===== config.mk =====
export PLATFORM = sky130hd
export DESIGN_NAME = mfi_input_logic
export DESIGN_NICKNAME = d
export VERILOG_FILES = /design/src/inc/mfi_pkg.sv /design/src/rtl/mfi_input_logic.sv /design/src/rtl/mfi_sample_hold.sv /design/src/rtl/mfi_sync.sv
export SDC_FILE = /design/constraint.sdc
export NUM_CORES = 1
export LEC_CHECK = 0
export BUFFER_PORTS_ARGS = -buffer_cell sky130_fd_sc_hd__buf_2
export CORE_MARGIN = 2
export CORE_UTILIZATION = 49
export DETAILED_ROUTE_END_ITERATION = 10
export GPL_TIMING_DRIVEN = 0
export PLACE_DENSITY = 0.7
export SLEW_MARGIN = 25
export SYNTH_ARGS = -nofsm -noshare
export SYNTH_HDL_FRONTEND = slang
export SYNTH_SLANG_ARGS = --single-unit

===== constraint.sdc =====
create_clock -name clock -period 17.3 [get_ports clock]
set_input_delay 0.865 -clock clock [delete_from_list [all_inputs] [get_ports clock]]
set_output_delay 0.865 -clock clock [all_outputs]
set_load 0.005 [all_outputs]

===== src/inc/mfi_pkg.sv =====
package mfi_pkg;
   // Function codes carried by each configurable input
   localparam logic [7:0] FN_RAMP_HOLD = 8'h0A;
   localparam logic [7:0] FN_UP = 8'h10;
   localparam logic [7:0] FN_DOWN = 8'h11;
   localparam logic [7:0] FN_FAULT_CLEAR = 8'h14;
   localparam logic [7:0] FN_LOOP_BYPASS = 8'h19;
   localparam logic [7:0] FN_LOCKOUT = 8'h1B;
   localparam logic [7:0] FN_TRIM_UP = 8'h1C;
   localparam logic [7:0] FN_TRIM_DOWN = 8'h1D;
   localparam logic [7:0] FN_SAMPLE_HOLD = 8'h1E;
   localparam logic [7:0] FN_EXT_FAULT_BASE = 8'h20;
   localparam logic [3:0] FN_EXT_FAULT_HI = 4'h2;
   // External fault code field layout
   localparam int EF_POL_BIT = 0;
   localparam int EF_WIN_BIT = 1;
   localparam int EF_ACT_LO = 2;
   localparam int EF_VARIANTS = 16;
   // Stop actions
   typedef enum logic [1:0] {
      MFI_ACT_DECEL = 2'b00,
      MFI_ACT_COAST = 2'b01,
      MFI_ACT_ESTOP = 2'b10,
      MFI_ACT_CONT = 2'b11
   } mfi_action_t;
   // Sample-hold interval
   localparam int CLOCK_HZ = 200_000_000;
   localparam int SH_TIME_MS = 100;
   localparam int SH_CYCLES = CLOCK_HZ / 1000 * SH_TIME_MS;
   localparam int SH_CNT_W = 25;
endpackage : mfi_pkg


===== src/rtl/mfi_input_logic.sv =====
// Functional notes
// - Fault clear acts on inactive-to-active edge
// - Fault clear ignored while run asserted
// - No fault latched: clear input does nothing
// - Bypass input active selects open-loop control
// - Lockout inactive blocks all but frequency writes
// - Trim up adds, trim down subtracts level
// - Both or neither trim: reference unchanged
// - Negative trim result clamps to zero
// - Trim only with analog reference source
// - Multiple exclusive functions flag setting conflict
// - Sample after full continuous hold interval
// - Held value stands until next sample
// - Sample-hold covers every analog input
// - Sixteen external-fault codes accepted
// - Code bits: polarity, window, stop action
// - Fault when active (NO) or inactive (NC)
// - Detect always or only while running
// - Decel, coast, fast stop, or alarm only
// - Duplicate external-fault assignment is rejected
module mfi_input_logic
   import mfi_pkg::*;
#(
   parameter int N_INPUTS = 8,
   parameter int FREQ_W = 16,
   parameter int AIN_W = 12,
   parameter int N_AIN = 4,
   parameter int HOLD_CYCLES = SH_CYCLES
) (
   input wire logic clock,
   input wire logic reset,
   input wire logic [N_INPUTS-1:0] term_in,
   input wire logic [N_INPUTS*8-1:0] func_code,
   input wire logic run_cmd,
   input wire logic drive_running,
   input wire logic fault_latched,
   input wire logic ref_is_analog,
   input wire logic [FREQ_W-1:0] freq_ref,
   input wire logic [FREQ_W-1:0] trim_level_param,
   input wire logic [N_AIN*AIN_W-1:0] analog_in,
   input wire logic param_write_req,
   input wire logic param_is_freq,
   input wire logic param_permitted,
   output logic fault_clear,
   output logic closed_loop_en,
   output logic param_write_ok,
   output logic [FREQ_W-1:0] freq_out,
   output logic [N_AIN*AIN_W-1:0] analog_out,
   output logic setting_conflict_error,
   output logic ext_fault_dup_error,
   output logic ext_fault_trip,
   output logic ext_decel_stop,
   output logic ext_coast_stop,
   output logic ext_fast_stop,
   output logic ext_alarm,
   output logic [EF_VARIANTS-1:0] ext_fault_active
);
   logic [N_INPUTS-1:0] in_sync;
   logic [1:0] run_pair;
   logic run_s;
   logic running_s;

   // Synchronise terminals and the external run/running levels
   mfi_sync #(.WIDTH(N_INPUTS)) u_sync_term (
      .clock(clock),
      .reset(reset),
      .async_in(term_in),
      .sync_out(in_sync)
   );
   mfi_sync #(.WIDTH(2)) u_sync_run (
      .clock(clock),
      .reset(reset),
      .async_in({run_cmd, drive_running}),
      .sync_out(run_pair[1:0])
   );
   assign run_s = run_pair[1];
   assign running_s = run_pair[0];

   // Per-function level and assignment flags across all inputs
   logic [N_INPUTS-1:0] is_clr;
   logic [N_INPUTS-1:0] is_byp;
   logic [N_INPUTS-1:0] is_lock;
   logic [N_INPUTS-1:0] is_tup;
   logic [N_INPUTS-1:0] is_tdn;
   logic [N_INPUTS-1:0] is_sh;
   logic [N_INPUTS-1:0] is_ramp;
   logic [N_INPUTS-1:0] is_updn;
   logic [N_INPUTS-1:0] is_ef;
   logic [EF_VARIANTS-1:0] ef_assigned;
   logic [EF_VARIANTS-1:0] ef_level;
   logic [EF_VARIANTS-1:0] ef_dup;

   for (genvar i = 0; i < N_INPUTS; i++) begin : g_dec
      wire [7:0] code = func_code[i*8 +: 8];
      assign is_clr[i] = (code == FN_FAULT_CLEAR);
      assign is_byp[i] = (code == FN_LOOP_BYPASS);
      assign is_lock[i] = (code == FN_LOCKOUT);
      assign is_tup[i] = (code == FN_TRIM_UP);
      assign is_tdn[i] = (code == FN_TRIM_DOWN);
      assign is_sh[i] = (code == FN_SAMPLE_HOLD);
      assign is_ramp[i] = (code == FN_RAMP_HOLD);
      assign is_updn[i] = (code == FN_UP) || (code == FN_DOWN);
      assign is_ef[i] = (code[7:4] == FN_EXT_FAULT_HI);
   end

   // Each external-fault variant: assigned, duplicated, and its raw level
   for (genvar v = 0; v < EF_VARIANTS; v++) begin : g_ef
      logic [N_INPUTS-1:0] hit;
      for (genvar i = 0; i < N_INPUTS; i++) begin : g_hit
         assign hit[i] = is_ef[i] && (func_code[i*8 +: 4] == 4'(v));
      end
      assign ef_assigned[v] = |hit;
      assign ef_dup[v] = (hit & (hit - 1'b1)) != '0;
      assign ef_level[v] = |(hit & in_sync);
   end

   // Function group presence and active levels
   wire any_ramp = |is_ramp;
   wire any_updn = |is_updn;
   wire any_trim = |(is_tup | is_tdn);
   wire any_sh = |is_sh;
   wire clr_level = |(is_clr & in_sync);
   wire byp_level = |(is_byp & in_sync);
   wire lock_level = |(is_lock & in_sync);
   wire tup_level = |(is_tup & in_sync);
   wire tdn_level = |(is_tdn & in_sync);
   wire sh_level = |(is_sh & in_sync);
   wire sh_assigned = any_sh;

   // More than one mutually exclusive group assigned
   wire [2:0] grp_cnt = 3'(any_ramp) + 3'(any_updn) + 3'(any_trim) + 3'(any_sh);
   wire conflict = (grp_cnt > 3'h1);
   wire dup_any = |ef_dup;

   // Fault clear: edge detect on the synchronised level
   logic clr_prev_reg;
   logic fault_clear_reg;
   wire clr_rise = clr_level && !clr_prev_reg;
   wire clr_fire = clr_rise && !run_s && fault_latched;

   // Previous clear level; resets to the inactive level so no false edge follows reset
   always_ff @(posedge clock or posedge reset) begin
      if (reset) begin
         clr_prev_reg <= 1'b0;
      end else begin
         clr_prev_reg <= clr_level;
      end
   end

   // One-cycle clear pulse
   always_ff @(posedge clock or posedge reset) begin
      if (reset) begin
         fault_clear_reg <= 1'b0;
      end else begin
         fault_clear_reg <= clr_fire;
      end
   end

   // Control mode and write lockout; unassigned functions keep defaults
   logic closed_loop_reg;
   logic write_ok_reg;
   wire lock_assigned = |is_lock;
   wire lock_open = !lock_assigned || lock_level;
   wire write_allow = lock_open ? param_permitted : param_is_freq;

   // Control mode: open loop while the bypass input is active
   always_ff @(posedge clock or posedge reset) begin
      if (reset) begin
         closed_loop_reg <= 1'b1;
      end else begin
         closed_loop_reg <= !byp_level;
      end
   end

   // Write acceptance, one cycle after the request
   always_ff @(posedge clock or posedge reset) begin
      if (reset) begin
         write_ok_reg <= 1'b0;
      end else begin
         write_ok_reg <= param_write_req && write_allow;
      end
   end

   // Trim arithmetic with zero clamp
   wire trim_add = tup_level && !tdn_level && ref_is_analog;
   wire trim_sub = tdn_level && !tup_level && ref_is_analog;
   wire [FREQ_W:0] sum = {1'b0, freq_ref} + {1'b0, trim_level_param};
   wire under = (trim_level_param > freq_ref);
   wire [FREQ_W-1:0] diff = under ? '0 : freq_ref - trim_level_param;
   wire [FREQ_W-1:0] sat_sum = sum[FREQ_W] ? '1 : sum[FREQ_W-1:0];
   wire [FREQ_W-1:0] freq_next = trim_add ? sat_sum :
                                 trim_sub ? diff : freq_ref;
   logic [FREQ_W-1:0] freq_reg;

   always_ff @(posedge clock or posedge reset) begin
      if (reset) begin
         freq_reg <= '0;
      end else begin
         freq_reg <= freq_next;
      end
   end

   // Sample-hold: one timer per analog channel, all driven by the same input
   logic [N_AIN*AIN_W-1:0] ain_held;
   for (genvar a = 0; a < N_AIN; a++) begin : g_sh
      mfi_sample_hold #(.DATA_W(AIN_W), .HOLD_CYCLES(HOLD_CYCLES)) u_sh (
         .clock(clock),
         .reset(reset),
         .hold_in(sh_level),
         .analog_in(analog_in[a*AIN_W +: AIN_W]),
         .analog_held(ain_held[a*AIN_W +: AIN_W]),
         .sampled()
      );
   end
   logic [N_AIN*AIN_W-1:0] analog_reg;

   always_ff @(posedge clock or posedge reset) begin
      if (reset) begin
         analog_reg <= '0;
      end else begin
         analog_reg <= sh_assigned ? ain_held : analog_in;
      end
   end

   // External fault detection and stop action
   logic [EF_VARIANTS-1:0] ef_det;
   for (genvar v = 0; v < EF_VARIANTS; v++) begin : g_det
      localparam int VCODE = v;
      localparam bit NC = VCODE[EF_POL_BIT];
      localparam bit RUN_ONLY = VCODE[EF_WIN_BIT];
      wire lvl = ef_level[v] ^ NC;
      wire win = !RUN_ONLY || running_s;
      assign ef_det[v] = ef_assigned[v] && lvl && win && !dup_any;
   end

   logic [3:0] act_hit;
   for (genvar k = 0; k < 4; k++) begin : g_act
      logic [EF_VARIANTS-1:0] sel;
      for (genvar v = 0; v < EF_VARIANTS; v++) begin : g_sel
         assign sel[v] = ((v >> EF_ACT_LO) == k);
      end
      assign act_hit[k] = |(ef_det & sel);
   end

   logic [EF_VARIANTS-1:0] ef_act_reg;
   logic [3:0] act_reg;
   logic conflict_reg;
   logic dup_reg;

   // Per-variant detection flags
   always_ff @(posedge clock or posedge reset) begin
      if (reset) begin
         ef_act_reg <= '0;
      end else begin
         ef_act_reg <= ef_det;
      end
   end

   // Stop action levels, registered with the flags so both agree each cycle
   always_ff @(posedge clock or posedge reset) begin
      if (reset) begin
         act_reg <= '0;
      end else begin
         act_reg <= act_hit;
      end
   end

   // Setting conflict level
   always_ff @(posedge clock or posedge reset) begin
      if (reset) begin
         conflict_reg <= 1'b0;
      end else begin
         conflict_reg <= conflict;
      end
   end

   // Duplicate external-fault level
   always_ff @(posedge clock or posedge reset) begin
      if (reset) begin
         dup_reg <= 1'b0;
      end else begin
         dup_reg <= dup_any;
      end
   end

   // Control and data outputs
   assign fault_clear = fault_clear_reg;
   assign closed_loop_en = closed_loop_reg;
   assign param_write_ok = write_ok_reg;
   assign freq_out = freq_reg;
   assign analog_out = analog_reg;

   // Configuration error outputs
   assign setting_conflict_error = conflict_reg;
   assign ext_fault_dup_error = dup_reg;

   // External fault outputs
   assign ext_fault_active = ef_act_reg;
   assign ext_decel_stop = act_reg[MFI_ACT_DECEL];
   assign ext_coast_stop = act_reg[MFI_ACT_COAST];
   assign ext_fast_stop = act_reg[MFI_ACT_ESTOP];
   assign ext_alarm = act_reg[MFI_ACT_CONT];
   assign ext_fault_trip = |act_reg[MFI_ACT_ESTOP:MFI_ACT_DECEL];
endmodule : mfi_input_logic


===== src/rtl/mfi_sample_hold.sv =====
module mfi_sample_hold
   import mfi_pkg::*;
#(
   parameter int DATA_W = 12,
   parameter int HOLD_CYCLES = SH_CYCLES
) (
   input wire logic clock,
   input wire logic reset,
   input wire logic hold_in,
   input wire logic [DATA_W-1:0] analog_in,
   output logic [DATA_W-1:0] analog_held,
   output logic sampled
);
   logic [SH_CNT_W-1:0] count_reg;
   logic [DATA_W-1:0] held_reg;
   logic sampled_reg;
   logic done_reg;
   wire reach = (count_reg == SH_CNT_W'(HOLD_CYCLES - 1));

   // Counts continuous active time; a drop restarts the interval
   always_ff @(posedge clock or posedge reset) begin
      if (reset) begin
         count_reg <= '0;
         done_reg <= 1'b0;
         held_reg <= '0;
         sampled_reg <= 1'b0;
      end else begin
         sampled_reg <= 1'b0;
         if (!hold_in) begin
            count_reg <= '0;
            done_reg <= 1'b0;
         end else if (!done_reg) begin
            if (reach) begin
               held_reg <= analog_in;
               sampled_reg <= 1'b1;
               done_reg <= 1'b1;
            end else begin
               count_reg <= count_reg + 1'b1;
            end
         end
      end
   end
   assign analog_held = held_reg;
   assign sampled = sampled_reg;
endmodule : mfi_sample_hold


===== src/rtl/mfi_sync.sv =====
module mfi_sync
   import mfi_pkg::*;
#(
   parameter int WIDTH = 1
) (
   input wire logic clock,
   input wire logic reset,
   input wire logic [WIDTH-1:0] async_in,
   output logic [WIDTH-1:0] sync_out
);
   logic [WIDTH-1:0] stage1_reg;
   logic [WIDTH-1:0] stage2_reg;

   // Two-flop synchroniser; first stage feeds only the second
   always_ff @(posedge clock or posedge reset) begin
      if (reset) begin
         stage1_reg <= '0;
         stage2_reg <= '0;
      end else begin
         stage1_reg <= async_in;
         stage2_reg <= stage1_reg;
      end
   end
   assign sync_out = stage2_reg;
endmodule : mfi_sync


# Yosys cells after proc, flatten, opt, wreduce, memory -nomap -nowiden
# Cells that the tools add are included.
# W data, S select, Z words.
[classes] n_addsub=25 order_cmp=2 eq_ne=212 mux=30 n_bitwise=51 reduce_logical=273
[op_table] cell="$eq A8 B5 Y1 const B" count=64
[op_table] cell="$reduce_or A8 Y1" count=43
[op_table] cell="$and A8 B8 Y8" count=38
[op_table] cell="$mux W25" count=12
[op_table] cell="$eq A4 B4 Y1 const B" count=64
[op_table] cell="$logic_and A1 B1 Y1" count=176
[op_table] cell="$eq A4 B3 Y1 const B" count=32
[op_table] cell="$reduce_bool A8 Y1" count=16
[op_table] cell="$sub A8 B1 Y8 const B" count=16
[op_table] cell="$add A25 B1 Y25 const B" count=4
[op_table] cell="$eq A25 B25 Y1 const B" count=4
[op_table] cell="$eq A4 B2 Y1 const B" count=24
[op_table] cell="$eq A8 B4 Y1 const B" count=8
[op_table] cell="$mux W16" count=4
[op_table] cell="$mux W48" count=1
[op_table] cell="$eq A4 B1 Y1 const B" count=8
[op_table] cell="$logic_not A4 Y1" count=8
[op_table] cell="$add A16 B16 Y17" count=1
[op_table] cell="$gt A16 B16 Y1" count=1
[op_table] cell="$ne A2 B2 Y1 const B" count=8
[op_table] cell="$reduce_or A16 Y1" count=1
[op_table] cell="$reduce_or A4 Y1" count=4
[op_table] cell="$sub A16 B16 Y16" count=1
[op_table] cell="$mux W1" count=13
[op_table] cell="other kinds (11)" count=42
[totals] ff_bits=262 inputBits=161

# Logic depth before layout (Yosys ltp)
# Gate-level depths: netlist (run 1).
[logic_depth] depth_word=9 ltp_mapped=14 mapped_depth_nobuf=13

# Modules after synthesis
# A second synthesis (run 1) with hierarchy kept.
[unflattened] hier_cells=1912 area_unflattened_um2=17560.6
[by_module_without_submodules] module="mfi_input_logic" n_inst=1 cells_per_inst=1194 area_per_inst_um2=9305.2 seq_area_each_um2=2253.4
[by_module_without_submodules] module="mfi_sample_hold" n_inst=4 cells_per_inst=174 area_per_inst_um2=1936.9 seq_area_each_um2=975.9
[by_module_without_submodules] module="mfi_sync at u_sync_term" n_inst=1 cells_per_inst=17 area_per_inst_um2=404.1 seq_area_each_um2=400.4
[by_module_without_submodules] module="mfi_sync at u_sync_run" n_inst=1 cells_per_inst=5 area_per_inst_um2=103.8 seq_area_each_um2=100.1

# Worst setup path before layout (run 1)
# OpenSTA, ideal clock, no wires.
[synth_timing] path_type="input to register" from="in func_code[61]" to="reg conflict_reg (netlist: setting_conflict_error)" setup_ns=0.118 t_arrival_ns=3.366 setup_slack_ns=13.816 cell_stages=9 n_path_buf=2 path_cell_list="nor4b_1 > nand2_1 > o221ai_1 > a311oi_1 > nand3_1 > buf_1 > buf_1 > fa_1 > a21o_1"
[synth_between] elab_chain_len=7 word_cells_on_any_way=16
[synth_rtl] element="from (decl)" line_no="mfi_input_logic.sv:33" text="input wire logic [N_INPUTS*8-1:0] func_code,"
[synth_rtl] element="$eq A8 B5 Y1" line_no="mfi_input_logic.sv:102" text="assign is_updn[i] = (code == FN_UP) || (code == FN_DOWN);"
[synth_rtl] element="$logic_or A1 B1 Y1" line_no="mfi_input_logic.sv:102"
[synth_rtl] element="$reduce_or A8 Y1" line_no="mfi_input_logic.sv:119" text="wire any_updn = |is_updn;"
[synth_rtl] element="$add A1 B1 Y2" line_no="mfi_input_logic.sv:131" text="wire [2:0] grp_cnt = 3'(any_ramp) + 3'(any_updn) + 3'(any_trim) + 3'(any_sh);"
[synth_rtl] element="$add A2 B1 Y3" line_no="mfi_input_logic.sv:131"
[synth_rtl] element="$add A3 B1 Y3 *" line_no="mfi_input_logic.sv:131"
[synth_rtl] element="$gt A3 B1 Y1 *" line_no="mfi_input_logic.sv:132" text="wire conflict = (grp_cnt > 3'h1);"
[synth_rtl] element="named net conflict" line_no="mfi_input_logic.sv:132"
[synth_rtl] element="to (signal assigned)" line_no="mfi_input_logic.sv:273" text="conflict_reg <= conflict;"
[synth_rtl] element="to (decl)" line_no="mfi_input_logic.sv:247" text="logic conflict_reg;"
# Mark *: on every way through the listed nets, which the timed path passes. The rest lies on a longest branch.
# A chain may end at the register's enable or synchronous reset.

# Worst setup path after layout (run 1)
[layout_timing] from="in func_code[16]" to="reg freq_reg[12] (netlist: freq_out[12])"
[layout_between] elab_chain_len=8 word_cells_on_any_way=14
[layout_rtl] element="$eq A8 B5 Y1" line_no="mfi_input_logic.sv:98" text="assign is_tup[i] = (code == FN_TRIM_UP);"
[layout_rtl] element="$and A8 B8 Y8" line_no="mfi_input_logic.sv:125" text="wire tup_level = |(is_tup & in_sync);"
[layout_rtl] element="$reduce_or A8 Y1" line_no="mfi_input_logic.sv:125"
[layout_rtl] element="$logic_not A1 Y1" line_no="mfi_input_logic.sv:186" text="wire trim_sub = tdn_level && !tup_level && ref_is_analog;"
[layout_rtl] element="$logic_and A1 B1 Y1 (2 in a row)" line_no="mfi_input_logic.sv:186"
[layout_rtl] element="$mux W16" line_no="mfi_input_logic.sv:192" text="trim_sub ? diff : freq_ref;"
[layout_rtl] element="$mux W16 *" line_no="mfi_input_logic.sv:191" text="wire [FREQ_W-1:0] freq_next = trim_add ? sat_sum :"
[layout_rtl] element="named net freq_next[12]" line_no="mfi_input_logic.sv:191"
[layout_rtl] element="to (signal assigned)" line_no="mfi_input_logic.sv:199" text="freq_reg <= freq_next;"
[layout_rtl] element="to (decl)" line_no="mfi_input_logic.sv:193" text="logic [FREQ_W-1:0] freq_reg;"
# Marks and branches as above.

==> out/qor.txt, run 1 <==
Clk pin slew, worst setup/hold paths -> 0.06 ns
Post_cts resized -> 0
Clock buffer count from CTS -> 29
Setup_tns -> 0 ns
Critical path peak fanout -> 9
Placer congestion estimate -> 1.057
CTS tree -> yes
Synth async-reset ratio -> 100.0%
Initial antenna violation count -> 5
Clock latency at the later pin of the worst-skew pair -> 0.58 ns
Min Tclk post-route -> 4.192 ns
DR iter-0 viols -> 1847
Max reg flops -> 100
Yosys reg bits -> 262
Horiz. Die Dim -> 187.9 um
DR WL/cell -> 24.06 um
Register area share after synthesis -> 39.58%
Antenna-violating nets left -> 0
Nets -> 2343
Initial Utilization -> 49.54%
Netlist cell types -> 84
H-Tree Depth -> 1
Final Max Tran Viols -> 0
Fmax achieved -> 0.2385 GHz
Final setup violation count -> 0
Leading area contributor after synthesis -> dfrtp_1
Cts hold-fix bufs -> 0
Worst Hold Class -> reg -> reg
Die area -> 35300 um2
Clk_skew -> 0.02616 ns
Largest cells by area after synthesis -> dfrtp_1, mux2_2, nor2_1
Worst-margin pin slew -> 1.073 ns
Pre-antenna DRT Iters -> 6
First-pass GRT wire length -> 96.19 mm
Top-area cell type share of the netlist area -> 39.42%
Routed wire length -> 62.96 mm
Syn_nets -> 2063
Critical Path Start Type -> input pin
Final period util -> 24.23%
PnR Total Power -> 1.445 mW
Leak -> 8.215 nW
Syn Area/Cell -> 8.894 um2
PD cells -> 74.28 nW/um2
Smallest hold slack -> 0.3480 ns
Largest net degree at the start of global routing -> 100
GRT Total Usage -> 35.27%
Post-CTS Setup Bufs -> 0
Vias in the first global route -> 16150
Fin. Hold Viols -> 0
Core ar. -> 33450 um2
Yosys warns -> 0
Clock tree buffer depth -> 3
Post-synth EDFFs -> 0
Main synth FF type -> dfrtp_1
CTS root buf -> clkbuf_16
Max-Cap Viols -> 0
Final core occ -> 58.18%
FILL cells -> 2984
Arr. time, crit path -> 4.69 ns
DRC -> 0
Mapped cell area -> 16570 um2
Site Rows -> 67
Area growth from synthesis to layout -> 17.44%
Rel. slew slack -> 27.46%
Top-Level Pins -> 251
Vias/cell -> 6.387
Status -> finished, final reports clean
Die height -> 187.9 um
Buffers on Ports -> 244
Via count -> 16720
Clk sink count -> 262
Setup Crit Path Kind -> in -> reg
Share of cells above drive strength 1 -> 20.74%
Unrepaired setup endpoints after global routing -> no
CP endpoint kind -> register
Syn Inst Count -> 1863
Peak supply drop -> 0.07086 mV
Grt total ovfl -> 0
Data required time at the worst endpoint -> 17.80 ns
Dpl hpwl -> 48.72 mm
[metal layers]
| layer | global-route usage, % | part of all wire, % | vias to the layer above |
|---|---|---|---|
| met5 | 0 | 0.064 | - |
| met4 | 15.29 | 4.9 | 6 |
| met3 | 7.150 | 9.1 | 195 |
| met2 | 55.07 | 44 | 907 |
| met1 | 47.75 | 42 | 8138 |
| li1 | - | - | 7469 |
[logic make-up after synthesis]
| family | after synthesis | share of synthesized area (%) |
|---|---|---|
| XOR/XNOR | 85 | 4.493 |
| AO/OA/AOI/OAI | 369 | 15.24 |
| AND/OR/NAND/NOR | 864 | 27.09 |
| buffers and inverters | 135 | 3.217 |
| flip-flops | 262 | 39.58 |
| multiplexers | 107 | 7.189 |
| adder cells (fa/ha/maj) | 41 | 3.202 |
[Yosys cell counts, types with 7 or more instances]
master     number
dfrtp_1       261
nor2_1        220
nand2_1       144
nand3_1       105
mux2_2         96
nor3_1         84
a21oi_1        76
nand4_1        64
o21ai_0        64
clkbuf_1       60
xor2_1         55
inv_1          48
nor2b_1        37
o22ai_1        37
or3_1          37
ha_1           36
nand2b_1       32
and3_1         30
xnor2_1        30
a22oi_1        22
a221oi_1       20
nor4_1         18
a31oi_1        15
buf_2          14
nor4b_1        14
o31ai_1        13
o2111ai_1      12
mux2i_1        11
buf_1          10
o211ai_1       10
and2_1          9
and4_1          9
o221ai_1        9
a211oi_1        8
a21o_1          8
or2_2           8
or4_1           8
a32oi_1         7
nor4b_2         7
[metrics by stage]
step / setup slack (ns) / area (um2) / cells
finish: 13.11 / 19460 / 2617
global route: 13.11 / 19450 / 2614
CTS: 13.34 / 19440 / 2613
detailed placement: 12.73 / 18480 / 2560
global placement: 6.621 / 18350 / 2555
floorplan: 9.225 / 16570 / 1863
[cells in the final DEF (no fill, tap or decap), types with 64 or more instances in the layout]
cell type,synthesis,layout
dfrtp_1,261,261
buf_2,14,259
nor2_1,220,220
nand2_1,144,144
nand3_1,105,105
mux2_2,96,96
nor3_1,84,84
a21oi_1,76,76
clkbuf_1,60,71
nand4_1,64,64
o21ai_0,64,64
[where the power goes]
part	internal [mW]	leakage, nW	total [mW]	switching [mW]
Clock	0.368	0.466	0.624	0.256
Combinational	0.0657	4.28	0.189	0.124
Sequential	0.627	3.47	0.632	0.00492
[worst paths after layout]
kind	cells past startpoint	start	slack, ns	end
worst max register to register	8	u_sync_term.sync_out[2]$_DFF_PP0_	13.30	freq_out[12]$_DFF_PP0_
min in group asynchronous	2	reset	0.41	analog_out[19]$_DFF_PP0_
worst min-delay path	0	u_sync_run.stage1_reg[0]$_DFF_PP0_	0.35	u_sync_run.sync_out[0]$_DFF_PP0_
max in group asynchronous	3	reset	15.97	closed_loop_en$_DFF_PP1_
worst min register to register	0	u_sync_run.stage1_reg[0]$_DFF_PP0_	0.35	u_sync_run.sync_out[0]$_DFF_PP0_
worst max-delay path	9	func_code[16]	13.11	freq_out[12]$_DFF_PP0_
[worst max-delay path, cell delays in order]
cell and delay (ns):
buf_2 0.15, nor2b_1 0.62, nand2_1 0.52, o2111ai_1 0.61, nand3_1 0.47, a21oi_1 0.79, a21boi_0 0.21, a311o_1 0.37
o21ai_0 0.07
[layout make-up]
class / instances / area, um2 / area share, %
clock buffers: 46 / 849.6 / 4.366
repair buffers: 249 / 1296 / 6.661
diodes: 4 / 10.01 / 0.05144
plain buffers: 87 / 352.8 / 1.813
inverters: 48 / 187.7 / 0.9645
clock inverters: 7 / 112.6 / 0.5787
flip-flops and latches: 262 / 6558 / 33.70
multi-input cells: 1466 / 9532 / 48.98
well taps: 448 / 560.5 / 2.881
(Power assumes the default switching activity.)
==> inputs of run 2 (changes only) <==
--- a/config.mk
+++ b/config.mk
@@ -10,7 +10,7 @@
 export CORE_UTILIZATION = 49
 export DETAILED_ROUTE_END_ITERATION = 10
 export GPL_TIMING_DRIVEN = 0
-export PLACE_DENSITY = 0.7
+export PLACE_DENSITY = 0.73
 export SLEW_MARGIN = 25
 export SYNTH_ARGS = -nofsm -noshare
 export SYNTH_HDL_FRONTEND = slang
==> constraint.sdc (replaced) <==
create_clock -name clock -period 3.45 [get_ports clock]
set_input_delay 0.1725 -clock clock [delete_from_list [all_inputs] [get_ports clock]]
set_output_delay 0.1725 -clock clock [all_outputs]
set_load 0.005 [all_outputs]
==> out/qor.txt, run 2 (synthesis gave the netlist of run 1 again) <==
Hold depth -> 3
H-Tree Depth -> 1
Critical Path Start Type -> input pin
Leak -> 8.551 nW
DRC -> 0
Area growth from synthesis to layout -> 22.58%
Die height -> 187.9 um
Clock tree buffer depth -> 3
Final instance area -> 20310 um2
Dpl hpwl -> 48.49 mm
Clk pin slew, worst setup/hold paths -> 0.07 ns
PD cells -> 363.4 nW/um2
Most common cell after layout, fill and taps aside -> dfrtp_1
Vias/cell -> 6.313
Worst-margin pin slew -> 1.149 ns
Pre-antenna DRT Iters -> 8
Buffers on Ports -> 244
Share of cells above drive strength 1 -> 20.65%
Clock buffer count from CTS -> 28
Smallest hold slack -> 0.03877 ns
Max-Cap Viols -> 0
Final period util -> 98.21%
Nets -> 2414
Placer congestion estimate -> 1.023
Horiz. Die Dim -> 187.9 um
CP endpoint kind -> register
Initial antenna violation count -> 11
Final Max Tran Viols -> 0
Status -> finished, final reports clean
R2R Setup Slk -> 0.24 ns
Post-DP Area -> 18540 um2
Vias in the first global route -> 16920
Clk sink count -> 262
Routed wire length -> 64.42 mm
Reg2Reg Depth -> 11
Data required time at the worst endpoint -> 3.93 ns
Commonest non-fill, non-tap cells in the layout -> dfrtp_1, buf_2, nor2_1
Setup Crit Path Kind -> in -> reg
PnR Total Power -> 7.382 mW
Via count -> 16980
Die area -> 35300 um2
Site Rows -> 67
First-pass GRT wire length -> 98.42 mm
Arr. time, crit path -> 3.87 ns
DR WL/cell -> 23.96 um
DR iter-0 viols -> 1939
Top-Level Pins -> 251
Core ar. -> 33450 um2
CTS root buf -> clkbuf_16
Max reg flops -> 100
Fmax achieved -> 0.2951 GHz
Antenna-violating nets left -> 0
Worst Hold Class -> in -> reg
Rel. slew slack -> 22.81%
Critical path peak fanout -> 10
Setup_tns -> 0 ns
Clock latency at the later pin of the worst-skew pair -> 0.58 ns
Grt total ovfl -> 0
Post-Place Worst Slack -> -0.4899 ns
Initial Utilization -> 49.54%
GRT Total Usage -> 36.14%
Largest net degree at the start of global routing -> 35
Final WS setup -> 0.06175 ns
Clk_skew -> 0.02091 ns
Fin. Hold Viols -> 0
Final setup violation count -> 0
Post-CTS Setup Bufs -> 0
CTS tree -> yes
Min Tclk post-route -> 3.388 ns
Peak supply drop -> 0.3690 mV
Unrepaired setup endpoints after global routing -> no
-- run 2: critical path: stages --
cell and delay, ns:
buf_2 0.10, clkbuf_1 0.24, nor2b_1 0.32, a222oi_1 0.85
a2bb2oi_1 0.23, nand4_1 0.13, or4_1 0.58, nor4_1 0.42
nand4_1 0.33, buf_4 0.30, a31oi_1 0.16
-- run 2: stage by stage --
step / instances / utilization, %
after CTS: 2681 / 60.51
after global routing: 2687 / 60.71
after detailed placement: 2563 / 55.43
after floorplan: 1863 / -
final: 2689 / 60.72
after global placement: 2555 / 54.88
-- run 2: routing by layer --
layer,vias to the layer above,global-route usage [%],wire [um]
li1,7607,-,-
met1,8162,44.87,24790
met5,-,0,7
met3,263,7.318,5597
met4,2,20.26,4230
met2,942,59.06,29790
-- run 2: report_power, final --
group	total, mW	switching, mW	internal (mW)
clock network	3.18	1.28	1.90
registers	3.17	0.0272	3.14
logic	1.03	0.637	0.394
total	7.38	1.95	5.44
-- run 2: layout make-up --
| type | count | area (um2) |
|---|---|---|
| well taps | 448 | 560.5 |
| flip-flops and latches | 262 | 6558 |
| diodes | 9 | 22.52 |
| inverters | 48 | 183.9 |
| repair buffers | 322 | 2082 |
| multi-input cells | 1466 | 9582 |
| plain buffers | 86 | 350.3 |
| fillers | 2876 | 13140 |
| clock inverters | 10 | 183.9 |
| clock buffers | 38 | 788.3 |
-- run 2: worst paths after layout --
kind                                                      from                                      to
max in group asynchronous                                reset           ext_fault_active[0]$_DFF_PP0_
min                                                freq_ref[4]                   freq_out[4]$_DFF_PP0_
max                                               func_code[3]                    act_reg[0]$_DFF_PP0_
min reg2reg                u_sync_term.stage1_reg[7]$_DFF_PP0_       u_sync_term.sync_out[7]$_DFF_PP0_
min in group asynchronous                                reset  g_sh[2].u_sh.count_reg[10]$_DFFE_PP0P_
max reg2reg                  u_sync_term.sync_out[6]$_DFF_PP0_                   freq_out[2]$_DFF_PP0_
-- run 2: timing repair --
action                                 in CTS  in global routing
setup endpoints to repair                  15                 13
endpoints found under the hold margin     133                  0
gates resized for setup                     5                  7
hold buffers                               70                  0
